<file path="config.mk">
export PLATFORM = sky130hd
export DESIGN_NAME = fcs_host
export DESIGN_NICKNAME = d
export VERILOG_FILES = /design/src/fcs_pkg.sv /design/src/fcs_timer.sv /design/src/fcs_host.sv
export SDC_FILE = /design/constraint.sdc
export NUM_CORES = 1
export LEC_CHECK = 0
export BUFFER_PORTS_ARGS = -buffer_cell sky130_fd_sc_hd__clkbuf_2
export CAP_MARGIN = 15
export CORE_MARGIN = 4
export CORE_UTILIZATION = 30
export DETAILED_ROUTE_END_ITERATION = 8
export PLACE_DENSITY = 0.55
export SYNTH_ARGS = -nofsm -noshare
export SYNTH_HDL_FRONTEND = slang
export SYNTH_SLANG_ARGS = --single-unit
</file>
<file path="constraint.sdc">
create_clock -name clk -period 5.88 [get_ports clk]
set_clock_uncertainty 0.1 [all_clocks]
set_input_delay 1.47 -clock clk [delete_from_list [all_inputs] [get_ports clk]]
set_output_delay 1.47 -clock clk [all_outputs]
set_load 0.02 [all_outputs]
</file>
<file path="src/fcs_pkg.sv">
// package: constants for the flash command host controller
package fcs_pkg;
    // ==================================================
    // command codes
    localparam logic [7:0] CMD_READ_ARRAY = 8'hff;
    localparam logic [7:0] CMD_IDENT = 8'h90;
    localparam logic [7:0] CMD_READ_STATUS = 8'h70;
    localparam logic [7:0] CMD_CLEAR_STATUS = 8'h50;
    localparam logic [7:0] CMD_ERASE_SETUP = 8'h20;
    localparam logic [7:0] CMD_ERASE_CONFIRM = 8'hd0;
    localparam logic [7:0] CMD_WRITE_SETUP = 8'h40;
    localparam logic [7:0] CMD_WRITE_SETUP_ALT = 8'h10;
    // ==================================================
    // identifier addresses
    localparam logic [19:0] IDENT_MFR_ADDR = 20'h00000;
    localparam logic [19:0] IDENT_DEV_ADDR = 20'h00001;
    // ==================================================
    // status bit positions
    localparam int SR_READY = 7;
    localparam int SR_SUSPEND = 6;
    localparam int SR_ERASE_ERR = 5;
    localparam int SR_WRITE_ERR = 4;
    localparam int SR_SUPPLY_LOW = 3;
    localparam logic [7:0] SR_VALID_MASK = 8'hf8;
    // ==================================================
    // controller register offsets (byte addresses)
    localparam logic [3:0] REG_CTRL = 4'h0;
    localparam logic [3:0] REG_ADDR = 4'h4;
    localparam logic [3:0] REG_DATA = 4'h8;
    localparam logic [3:0] REG_STAT = 4'hc;
    // ctrl fields
    localparam int CTRL_GO = 0;
    localparam int CTRL_OP_LSB = 1;
    localparam int CTRL_OP_W = 3;
    localparam int CTRL_PWR = 4;
    localparam logic [2:0] OP_READ = 3'h0;
    localparam logic [2:0] OP_WRITE1 = 3'h1;
    localparam logic [2:0] OP_WRITE2 = 3'h2;
    localparam logic [2:0] OP_STATUS = 3'h3;
    localparam logic [31:0] CTRL_RESET = 32'h0000_0010;
    // ==================================================
    // bus timing: 40 MHz
    localparam int CLK_NS = 25;
    localparam int STROBE_NS = 100;
    localparam int STROBE_CYC = (STROBE_NS + CLK_NS - 1) / CLK_NS;
    localparam int GAP_NS = 50;
    localparam int GAP_CYC = (GAP_NS + CLK_NS - 1) / CLK_NS;
    // ==================================================
    typedef enum logic [2:0] {
        ST_IDLE, ST_SETUP, ST_STROBE, ST_HOLD, ST_GAP
    } fcs_state_t;
endpackage : fcs_pkg

</file>
<file path="src/fcs_timer.sv">
// module: down counter that times the strobe phases
`timescale 1ns/1ps
module fcs_timer #(
    parameter int W = 4
) (
    input wire logic clk,
    input wire logic rst,
    input wire logic load,
    input wire logic [W-1:0] count,
    output logic done
);
    logic [W-1:0] left;

    always_ff @(posedge clk) begin
        if (rst) begin
            left <= '0;
        end else if (load) begin
            left <= count;
        end else if (left != '0) begin
            left <= left - 1'b1;
        end
    end

    always_ff @(posedge clk) begin
        if (rst || load) begin
            done <= 1'b0;
        end else begin
            done <= (left == {{(W-1){1'b0}}, 1'b1});
        end
    end
endmodule : fcs_timer

</file>
<file path="src/fcs_host.sv">
// module: wishbone-driven host controller for a byte-wide command flash
// ==================================================
// Functional notes
// [RULE1] either write-setup code is accepted alike; host sends the one software gives
// [RULE2] host sends only defined command codes; others are refused
// [RULE3] after identifier command, address 0 reads maker, address 1 device
// [RULE4] identifier mode lasts until another valid command is written
// [RULE5] identifier reads need no high programming supply
// [RULE6] write and erase need high supply; read-mode commands work at either
// [RULE7] command interface has no address; it latches command, address, data
// [RULE8] erase cycles carry block address; write cycles carry target address
// [RULE9] write occurs on write strobe low with chip select low; rising edge latches
// [RULE10] device starts in array read after power-up or power-down exit
// [RULE11] array read command ignored while engine busy
// [RULE12] after read-status command every read returns status
// [RULE13] status latched on later falling enable; host raises one between reads
// [RULE14] error bits sticky until clear-status command
// [RULE15] host clears supply fault bit before next write or erase
// [RULE16] clear-status resets error bits at either supply level
// [RULE17] status: 7 ready, 6 suspended, 5 erase err, 4 write err, 3 supply low
// [RULE18] non-confirm after erase setup sets both error bits
// [RULE19] erase second cycle is confirm code at block address
// [RULE20] after complete erase or write sequence reads return status
// [RULE21] ready/busy pin low while engine runs
`timescale 1ns/1ps
module fcs_host (
    input wire logic clk,
    input wire logic rst,
    // wishbone slave
    input wire logic wb_cyc_i,
    input wire logic wb_stb_i,
    input wire logic wb_we_i,
    input wire logic [3:0] wb_adr_i,
    input wire logic [3:0] wb_sel_i,
    input wire logic [31:0] wb_dat_i,
    output logic [31:0] wb_dat_o,
    output logic wb_ack_o,
    // flash pins
    output logic [19:0] flash_addr,
    input wire logic [7:0] flash_dq_i,
    output logic [7:0] flash_dq_o,
    output logic flash_dq_oe_n,
    output logic chip_sel_n,
    output logic out_en_n,
    output logic write_en_n,
    output logic power_down_n,
    input wire logic ready_busy_out
);
    fcs_pkg::fcs_state_t state;
    logic [31:0] ctrl;
    logic [19:0] addr_reg;
    logic [7:0] data_reg;
    logic [7:0] rd_data;
    logic [7:0] last_cmd;
    logic busy;
    logic refused;
    logic is_write;
    logic timer_load;
    logic [3:0] timer_count;
    logic timer_done;
    logic wb_hit;
    logic go_req;
    logic go_start;
    logic cmd_refused;
    logic supply_fault;
    logic [2:0] run_op;
    logic [31:0] stat_word;

    // ==================================================
    // command decode used by bus and sequencer
    function automatic logic cmd_defined(input logic [7:0] c);
        cmd_defined = (c == fcs_pkg::CMD_READ_ARRAY) || (c == fcs_pkg::CMD_IDENT)
            || (c == fcs_pkg::CMD_READ_STATUS) || (c == fcs_pkg::CMD_CLEAR_STATUS)
            || (c == fcs_pkg::CMD_ERASE_SETUP) || (c == fcs_pkg::CMD_ERASE_CONFIRM)
            || (c == fcs_pkg::CMD_WRITE_SETUP) || (c == fcs_pkg::CMD_WRITE_SETUP_ALT)
            || (c == 8'hb0);
    endfunction : cmd_defined

    function automatic logic is_setup(input logic [7:0] c);
        is_setup = (c == fcs_pkg::CMD_WRITE_SETUP) || (c == fcs_pkg::CMD_WRITE_SETUP_ALT) // [RULE1]
            || (c == fcs_pkg::CMD_ERASE_SETUP);
    endfunction : is_setup

    function automatic logic [2:0] op_field(input logic [31:0] w);
        op_field = w[fcs_pkg::CTRL_OP_LSB +: fcs_pkg::CTRL_OP_W];
    endfunction : op_field

    // ==================================================
    // bus slave
    assign wb_hit = wb_cyc_i && wb_stb_i && !wb_ack_o;
    // first cycle of a sequence must be a defined command; the second carries data
    assign go_req = wb_hit && wb_we_i && (wb_adr_i == fcs_pkg::REG_CTRL) && wb_sel_i[0]
        && wb_dat_i[fcs_pkg::CTRL_GO] && (state == fcs_pkg::ST_IDLE);
    // refused: undefined command, setup after a seen supply fault, or start in power-down
    assign cmd_refused = !wb_dat_i[fcs_pkg::CTRL_PWR]
        || ((op_field(wb_dat_i) == fcs_pkg::OP_WRITE1) && !cmd_defined(data_reg)) // [RULE2]
        || ((op_field(wb_dat_i) == fcs_pkg::OP_WRITE1) && supply_fault
        && is_setup(data_reg)); // [RULE15]
    assign go_start = go_req && !cmd_refused;
    assign is_write = (run_op != fcs_pkg::OP_READ) && (run_op != fcs_pkg::OP_STATUS);
    // status word: 7:0 last command, 15 pin, 16 busy, 17 refused, 18 fault seen
    assign stat_word = {13'h0, supply_fault, refused, busy, ready_busy_out, 7'h00, last_cmd};

    always_ff @(posedge clk) begin
        if (rst) begin
            wb_ack_o <= 1'b0;
        end else begin
            wb_ack_o <= wb_hit;
        end
    end

    always_ff @(posedge clk) begin
        if (rst) begin
            ctrl <= fcs_pkg::CTRL_RESET;
            addr_reg <= '0;
            data_reg <= '0;
            refused <= 1'b0;
        end else if (wb_hit && wb_we_i) begin
            if (wb_adr_i == fcs_pkg::REG_CTRL) begin
                if (wb_sel_i[0]) begin
                    // first write cycle: only defined command codes leave the host
                    if (wb_dat_i[fcs_pkg::CTRL_GO] && cmd_refused) begin // [RULE2] [RULE15]
                        refused <= 1'b1;
                        ctrl[7:0] <= {wb_dat_i[7:1], 1'b0};
                    end else begin
                        ctrl[7:0] <= wb_dat_i[7:0];
                        refused <= refused && !wb_dat_i[fcs_pkg::CTRL_GO];
                    end
                end
            end else if (wb_adr_i == fcs_pkg::REG_ADDR) begin
                if (wb_sel_i[0]) addr_reg[7:0] <= wb_dat_i[7:0];
                if (wb_sel_i[1]) addr_reg[15:8] <= wb_dat_i[15:8];
                if (wb_sel_i[2]) addr_reg[19:16] <= wb_dat_i[19:16];
            end else if (wb_adr_i == fcs_pkg::REG_DATA) begin
                if (wb_sel_i[0]) data_reg <= wb_dat_i[7:0];
            end
        end
        // engine end clears GO even when a bus write lands on the same edge
        if (!rst && state == fcs_pkg::ST_GAP && timer_done) begin
            ctrl[fcs_pkg::CTRL_GO] <= 1'b0;
        end
    end

    always_ff @(posedge clk) begin
        if (rst) begin
            wb_dat_o <= '0;
        end else if (wb_hit && !wb_we_i) begin
            if (wb_adr_i == fcs_pkg::REG_CTRL) begin
                wb_dat_o <= ctrl;
            end else if (wb_adr_i == fcs_pkg::REG_ADDR) begin
                wb_dat_o <= {12'h000, addr_reg};
            end else if (wb_adr_i == fcs_pkg::REG_DATA) begin
                wb_dat_o <= {24'h000000, rd_data};
            end else if (wb_adr_i == fcs_pkg::REG_STAT) begin
                wb_dat_o <= stat_word;
            end else begin
                wb_dat_o <= '0;
            end
        end
    end

    // ==================================================
    // flash bus sequencer
    // [RULE7] the command interface has no location; any address works for pure commands
    always_ff @(posedge clk) begin
        if (rst) begin
            state <= fcs_pkg::ST_IDLE;
        end else begin
            case (state)
                fcs_pkg::ST_IDLE: begin
                    if (go_start) begin
                        state <= fcs_pkg::ST_SETUP;
                    end
                end
                fcs_pkg::ST_SETUP: state <= fcs_pkg::ST_STROBE;
                fcs_pkg::ST_STROBE: begin
                    if (timer_done) state <= fcs_pkg::ST_HOLD;
                end
                fcs_pkg::ST_HOLD: state <= fcs_pkg::ST_GAP;
                fcs_pkg::ST_GAP: begin
                    if (timer_done) state <= fcs_pkg::ST_IDLE;
                end
                default: state <= fcs_pkg::ST_IDLE;
            endcase
        end
    end

    // op held for the whole access; a CTRL write while busy cannot bend the strobes
    always_ff @(posedge clk) begin
        if (rst) begin
            run_op <= fcs_pkg::OP_READ;
        end else if (go_start) begin
            run_op <= op_field(wb_dat_i);
        end
    end

    assign busy = (state != fcs_pkg::ST_IDLE);
    assign timer_load = (state == fcs_pkg::ST_SETUP) || (state == fcs_pkg::ST_HOLD);
    assign timer_count = (state == fcs_pkg::ST_SETUP) ? 4'(fcs_pkg::STROBE_CYC)
        : 4'(fcs_pkg::GAP_CYC);

    fcs_timer #(.W(4)) u_timer (
        .clk(clk),
        .rst(rst),
        .load(timer_load),
        .count(timer_count),
        .done(timer_done)
    );

    // address and data set up before the strobe, held past its rising edge
    always_ff @(posedge clk) begin
        if (rst) begin
            flash_addr <= '0;
            flash_dq_o <= '0;
        end else if (state == fcs_pkg::ST_IDLE && go_start) begin
            flash_addr <= addr_reg; // [RULE8] [RULE3] [RULE19]
            flash_dq_o <= data_reg; // [RULE19]
        end
    end

    // chip select frames every cycle; write strobe inside it
    always_ff @(posedge clk) begin
        if (rst) begin
            chip_sel_n <= 1'b1;
            write_en_n <= 1'b1;
            out_en_n <= 1'b1;
            flash_dq_oe_n <= 1'b1;
        end else begin
            chip_sel_n <= !(state == fcs_pkg::ST_SETUP || state == fcs_pkg::ST_STROBE
                || state == fcs_pkg::ST_HOLD);
            write_en_n <= !(state == fcs_pkg::ST_STROBE && is_write); // [RULE9]
            out_en_n <= !(state == fcs_pkg::ST_STROBE && !is_write); // [RULE13]
            // data driven from setup through hold so it outlasts the strobe's rise
            flash_dq_oe_n <= !(is_write && (state == fcs_pkg::ST_SETUP
                || state == fcs_pkg::ST_STROBE || state == fcs_pkg::ST_HOLD)); // [RULE9]
        end
    end

    // ==================================================
    // read capture; chip select falls a cycle before output enable, both rise after, so each read
    // gets fresh status
    always_ff @(posedge clk) begin
        if (rst) begin
            rd_data <= '0;
        end else if (state == fcs_pkg::ST_STROBE && !is_write && timer_done) begin
            if (run_op == fcs_pkg::OP_STATUS) begin
                rd_data <= flash_dq_i & fcs_pkg::SR_VALID_MASK; // [RULE13] [RULE17]
            end else begin
                rd_data <= flash_dq_i; // [RULE12] [RULE3]
            end
        end
    end

    // last command byte issued, for software tracking of device mode
    always_ff @(posedge clk) begin
        if (rst) begin
            last_cmd <= fcs_pkg::CMD_READ_ARRAY; // [RULE10]
        end else if (state == fcs_pkg::ST_HOLD && is_write
            && run_op == fcs_pkg::OP_WRITE1) begin
            last_cmd <= flash_dq_o; // [RULE4]
        end
    end

    // power-down pin from software; low resets the device to array read
    always_ff @(posedge clk) begin
        if (rst) begin
            power_down_n <= 1'b1;
        end else begin
            power_down_n <= ctrl[fcs_pkg::CTRL_PWR]; // [RULE10]
        end
    end

    // ==================================================
    // supply fault guard: once a status read shows the fault, setups are refused
    // until a clear-status command goes out or the power-down pin goes low; array-op reads are not inspected
    always_ff @(posedge clk) begin
        if (rst) begin
            supply_fault <= 1'b0;
        end else if (state == fcs_pkg::ST_STROBE && timer_done
            && run_op == fcs_pkg::OP_STATUS && flash_dq_i[fcs_pkg::SR_SUPPLY_LOW]) begin
            supply_fault <= 1'b1; // [RULE15]
        end else if (!power_down_n) begin
            // power-down entry clears the device status, so the guard clears while the pin is low
            supply_fault <= 1'b0;
        end else if (state == fcs_pkg::ST_HOLD && run_op == fcs_pkg::OP_WRITE1
            && flash_dq_o == fcs_pkg::CMD_CLEAR_STATUS) begin
            supply_fault <= 1'b0; // [RULE15]
        end
    end
endmodule : fcs_host

</file>
==> out/results.ini <==
[worst_setup_path]
crit_arrival_ns = 3.95
crit_chain = clkbuf_2 > nor4_4 > nor3b_4 > nand3_4 > a211oi_4 > buf_4 > mux2i_1
cp_max_fo = 31
r2r-start = data_reg[0]$_SDFFE_PP0P_
crit_path_end_kind = register
worst-path-buf-inv = 2
rrSetupSlack_ns = 3.30
r2r_end = flash_addr[10]$_SDFFE_PP0P_
cp.required_ns = 6.11
cpPeakStageDelay_ns = 0.57
critPathSlowestCell = nor4_4
worstSetupPathType = input port to register
r2r_cells = 6
critPathLaunchType = input port
crit_family = simple AND/OR/NAND/NOR gates

[sta]
fin_crit_sh_pct = 63.31
drv_slew = 0
min_period_ns = 3.723
fin_tns_setup_ns = 0
grt_setup_unrepaired = false
finalSetupViolCount = 0
worstMarginPinSlew_ns = 0.7523
fmax_ghz = 0.2686
relSlewSlack_pct = 48.55
hold_violations = 0

[logic_synthesis]
syn_avg_cell_area_um2 = 9.140
synthTopCellsByArea = dfxtp_1 (45%), mux2i_1 (13%), nand2b_1 (7.7%)
netlist_area_um2 = 5274
synth_flop_cell = dfxtp_1
synth.yosys.warnings = 0
synth_enable_flop_cells = 0
syn_inst = 577
synth_seq_cells = 119
synth_top_cell_area_share_pct = 45.17
ys_seq_area_share_pct = 45.17
synth-async-reset-ratio_pct = 0
synth_top_area_cell = dfxtp_1
synthDistinctLibCells = 53

[cts]
cts_buffer_depth = 2
cts-root-buf = clkbuf_16
cts_made_buffers = 17
clk_pin_slew_ns = 0.05
h-tree-depth = 4
clock_latency_ns = 0.41
cts.sinks = 119
cts_tree = yes
ctsResizeCount = 0
cts_hold_buf = 0
cts_setup_buffers = 0

[placed_design]
io_buffers = 94
gp_congestion = 0.8377
placed_area_um2 = 5854
post-dp-hpwl_um = 9985

[floorplan]
coreArea_um2 = 17240
dieArea_um2 = 19760
io_pins = 120
die_h_um = 140.6
start_util_pct = 30.60
die_w_um = 140.6
row_count = 48

[hold_path]
holdPathEnd = wb_dat_o[12]$_SDFFE_PP0P_
hold_path_depth = 2
hold_path.class = register to register
hold_path_startpoint = wb_dat_o[12]$_SDFFE_PP0P_

[layout]
drive_gt1_share_pct = 21.99
antenna_cells = 0
utilization_pct = 37.79
syn2layout_area_growth_pct = 23.51
stdcell_area_um2 = 6514
nets = 717
fill_cells = 1711

[grt]
grt_max_degree = 78
track_usage_pct = 14.24
grt_pass1_wl_um = 22330
gr-total-overflow = 0
antenna_found_initial = 0
grt_pass1_vias = 4240

[status]
status = completed

[drt]
drc = 0
viasPerCell = 4.693
routed-via-count = 4214
first_pass_iters = 5
drtIter0Drc = 246
ant_nets = 0
drt-total-wl_um = 13780
routedWlPerCell_um = 15.35

[power]
p_per_area_nw_per_um2 = 326.4
vdd_ir_drop_max_mv = 0.1660
p_leak_nw = 2.641

[job]
drv_cap = 0

-- synthesized netlist by cell type (2+ instances only) --
cell type  instances
a211o_1            9
buf_6              3
nand3b_1           3
o21ai_0           12
a31oi_1           12
inv_1              6
a21oi_1           25
nor4_1             2
nand2_1           56
nor2b_1           14
o211ai_1           2
nor2_1            59
ha_1               3
or2_2              3
and2_1             3
dfxtp_1          119
clkbuf_1          29
a2111oi_0          2
buf_4             13
xor2_1             3
nand3_1           19
xnor2_1            2
or3b_2             2
mux2i_1           66
nor3_1            11
nand2b_1          65
or3_1              2
mux2_2             7
-- report_power, final --
group          leakage (nW)  total (mW)  internal [mW]  switching [mW]
Clock                 0.321        1.14          0.783           0.359
Combinational          1.36       0.151         0.0605          0.0901
Sequential            0.960       0.834          0.822          0.0123
Total                  2.64        2.13           1.67           0.461
-- area by class of cell --
class                   instances  area, um^2  area share (%)
well taps                     225       281.5           4.322
clock buffers                  23       478.0           7.338
clock inverters                 9       170.2           2.612
repair buffers                 99       514.2           7.895
multi-input cells             417        2665           40.91
flip-flops and latches        119        2382           36.57
inverters                       6       22.52          0.3458
-- worst max-delay path by stage --
stage | from | end | slack [ns] | depth (start not counted)
global placement | wb_adr_i[3] | flash_addr[13]$_SDFFE_PP0P_ | 1.78 | 7
finish | wb_adr_i[3] | flash_addr[10]$_SDFFE_PP0P_ | 2.16 | 7
CTS | wb_adr_i[3] | flash_addr[10]$_SDFFE_PP0P_ | 2.15 | 7
detailed placement | wb_adr_i[3] | flash_addr[10]$_SDFFE_PP0P_ | 1.73 | 7
global route | wb_adr_i[3] | flash_addr[10]$_SDFFE_PP0P_ | 1.96 | 7
floorplan | wb_adr_i[3] | flash_addr[0]$_SDFFE_PP0P_ | 2.52 | 7
-- metrics by stage --
step	hold WS, ns	instances	power (mW)	setup slack (ns)
floorplan	0.3274	588	0.9614	2.520
global placement	0.3425	865	0.9931	1.780
detailed placement	0.3477	865	1.001	1.730
CTS	0.3561	897	2.145	2.152
global route	0.3767	898	2.200	1.963
finish	0.3520	898	2.126	2.157
-- cells in the final DEF (no fill, tap or decap), types with 4 or more instances in the layout --
cell	count
dfxtp_1	119
clkbuf_2	93
mux2i_1	66
nand2b_1	65
nor2_1	59
nand2_1	56
a21oi_1	25
nand3_1	19
clkbuf_16	17
nor2b_1	14
o21ai_0	12
a31oi_1	12
conb_1	12
nor3_1	11
a211o_1	9
mux2_2	7
inv_1	6
bufinv_16	5
buf_4	5
clkinv_2	4
-- layer usage --
layer | global-route usage (%) | wire [um] | vias up
met2 | 22.38 | 6428 | 110
met4 | 5.915 | 247 | 0
met3 | 3.324 | 700 | 15
met1 | 18.87 | 6408 | 1976
met5 | 0 | 0 | -
li1 | - | - | 2113
-- worst register-to-register path, cell delays in order, from the launching register on --
cell	delay, ns
dfxtp_1	0.33
or4_1	0.60
o22ai_1	0.18
a32oi_1	0.22
a211oi_4	0.28
buf_4	0.51
mux2i_1	0.29
-- kinds of logic after synthesis --
group           Yosys count  share of synthesized area, %
compound gates           73                         9.040
xor+xnor                  5                        0.8305
fa+ha+maj                 3                        0.7118
buf+inv                  52                         5.077
flops                   119                         45.17
mux                      73                         14.02
other cells               1                       0.07111
simple gates            251                         25.08
Power figures use the tool's default switching activity.
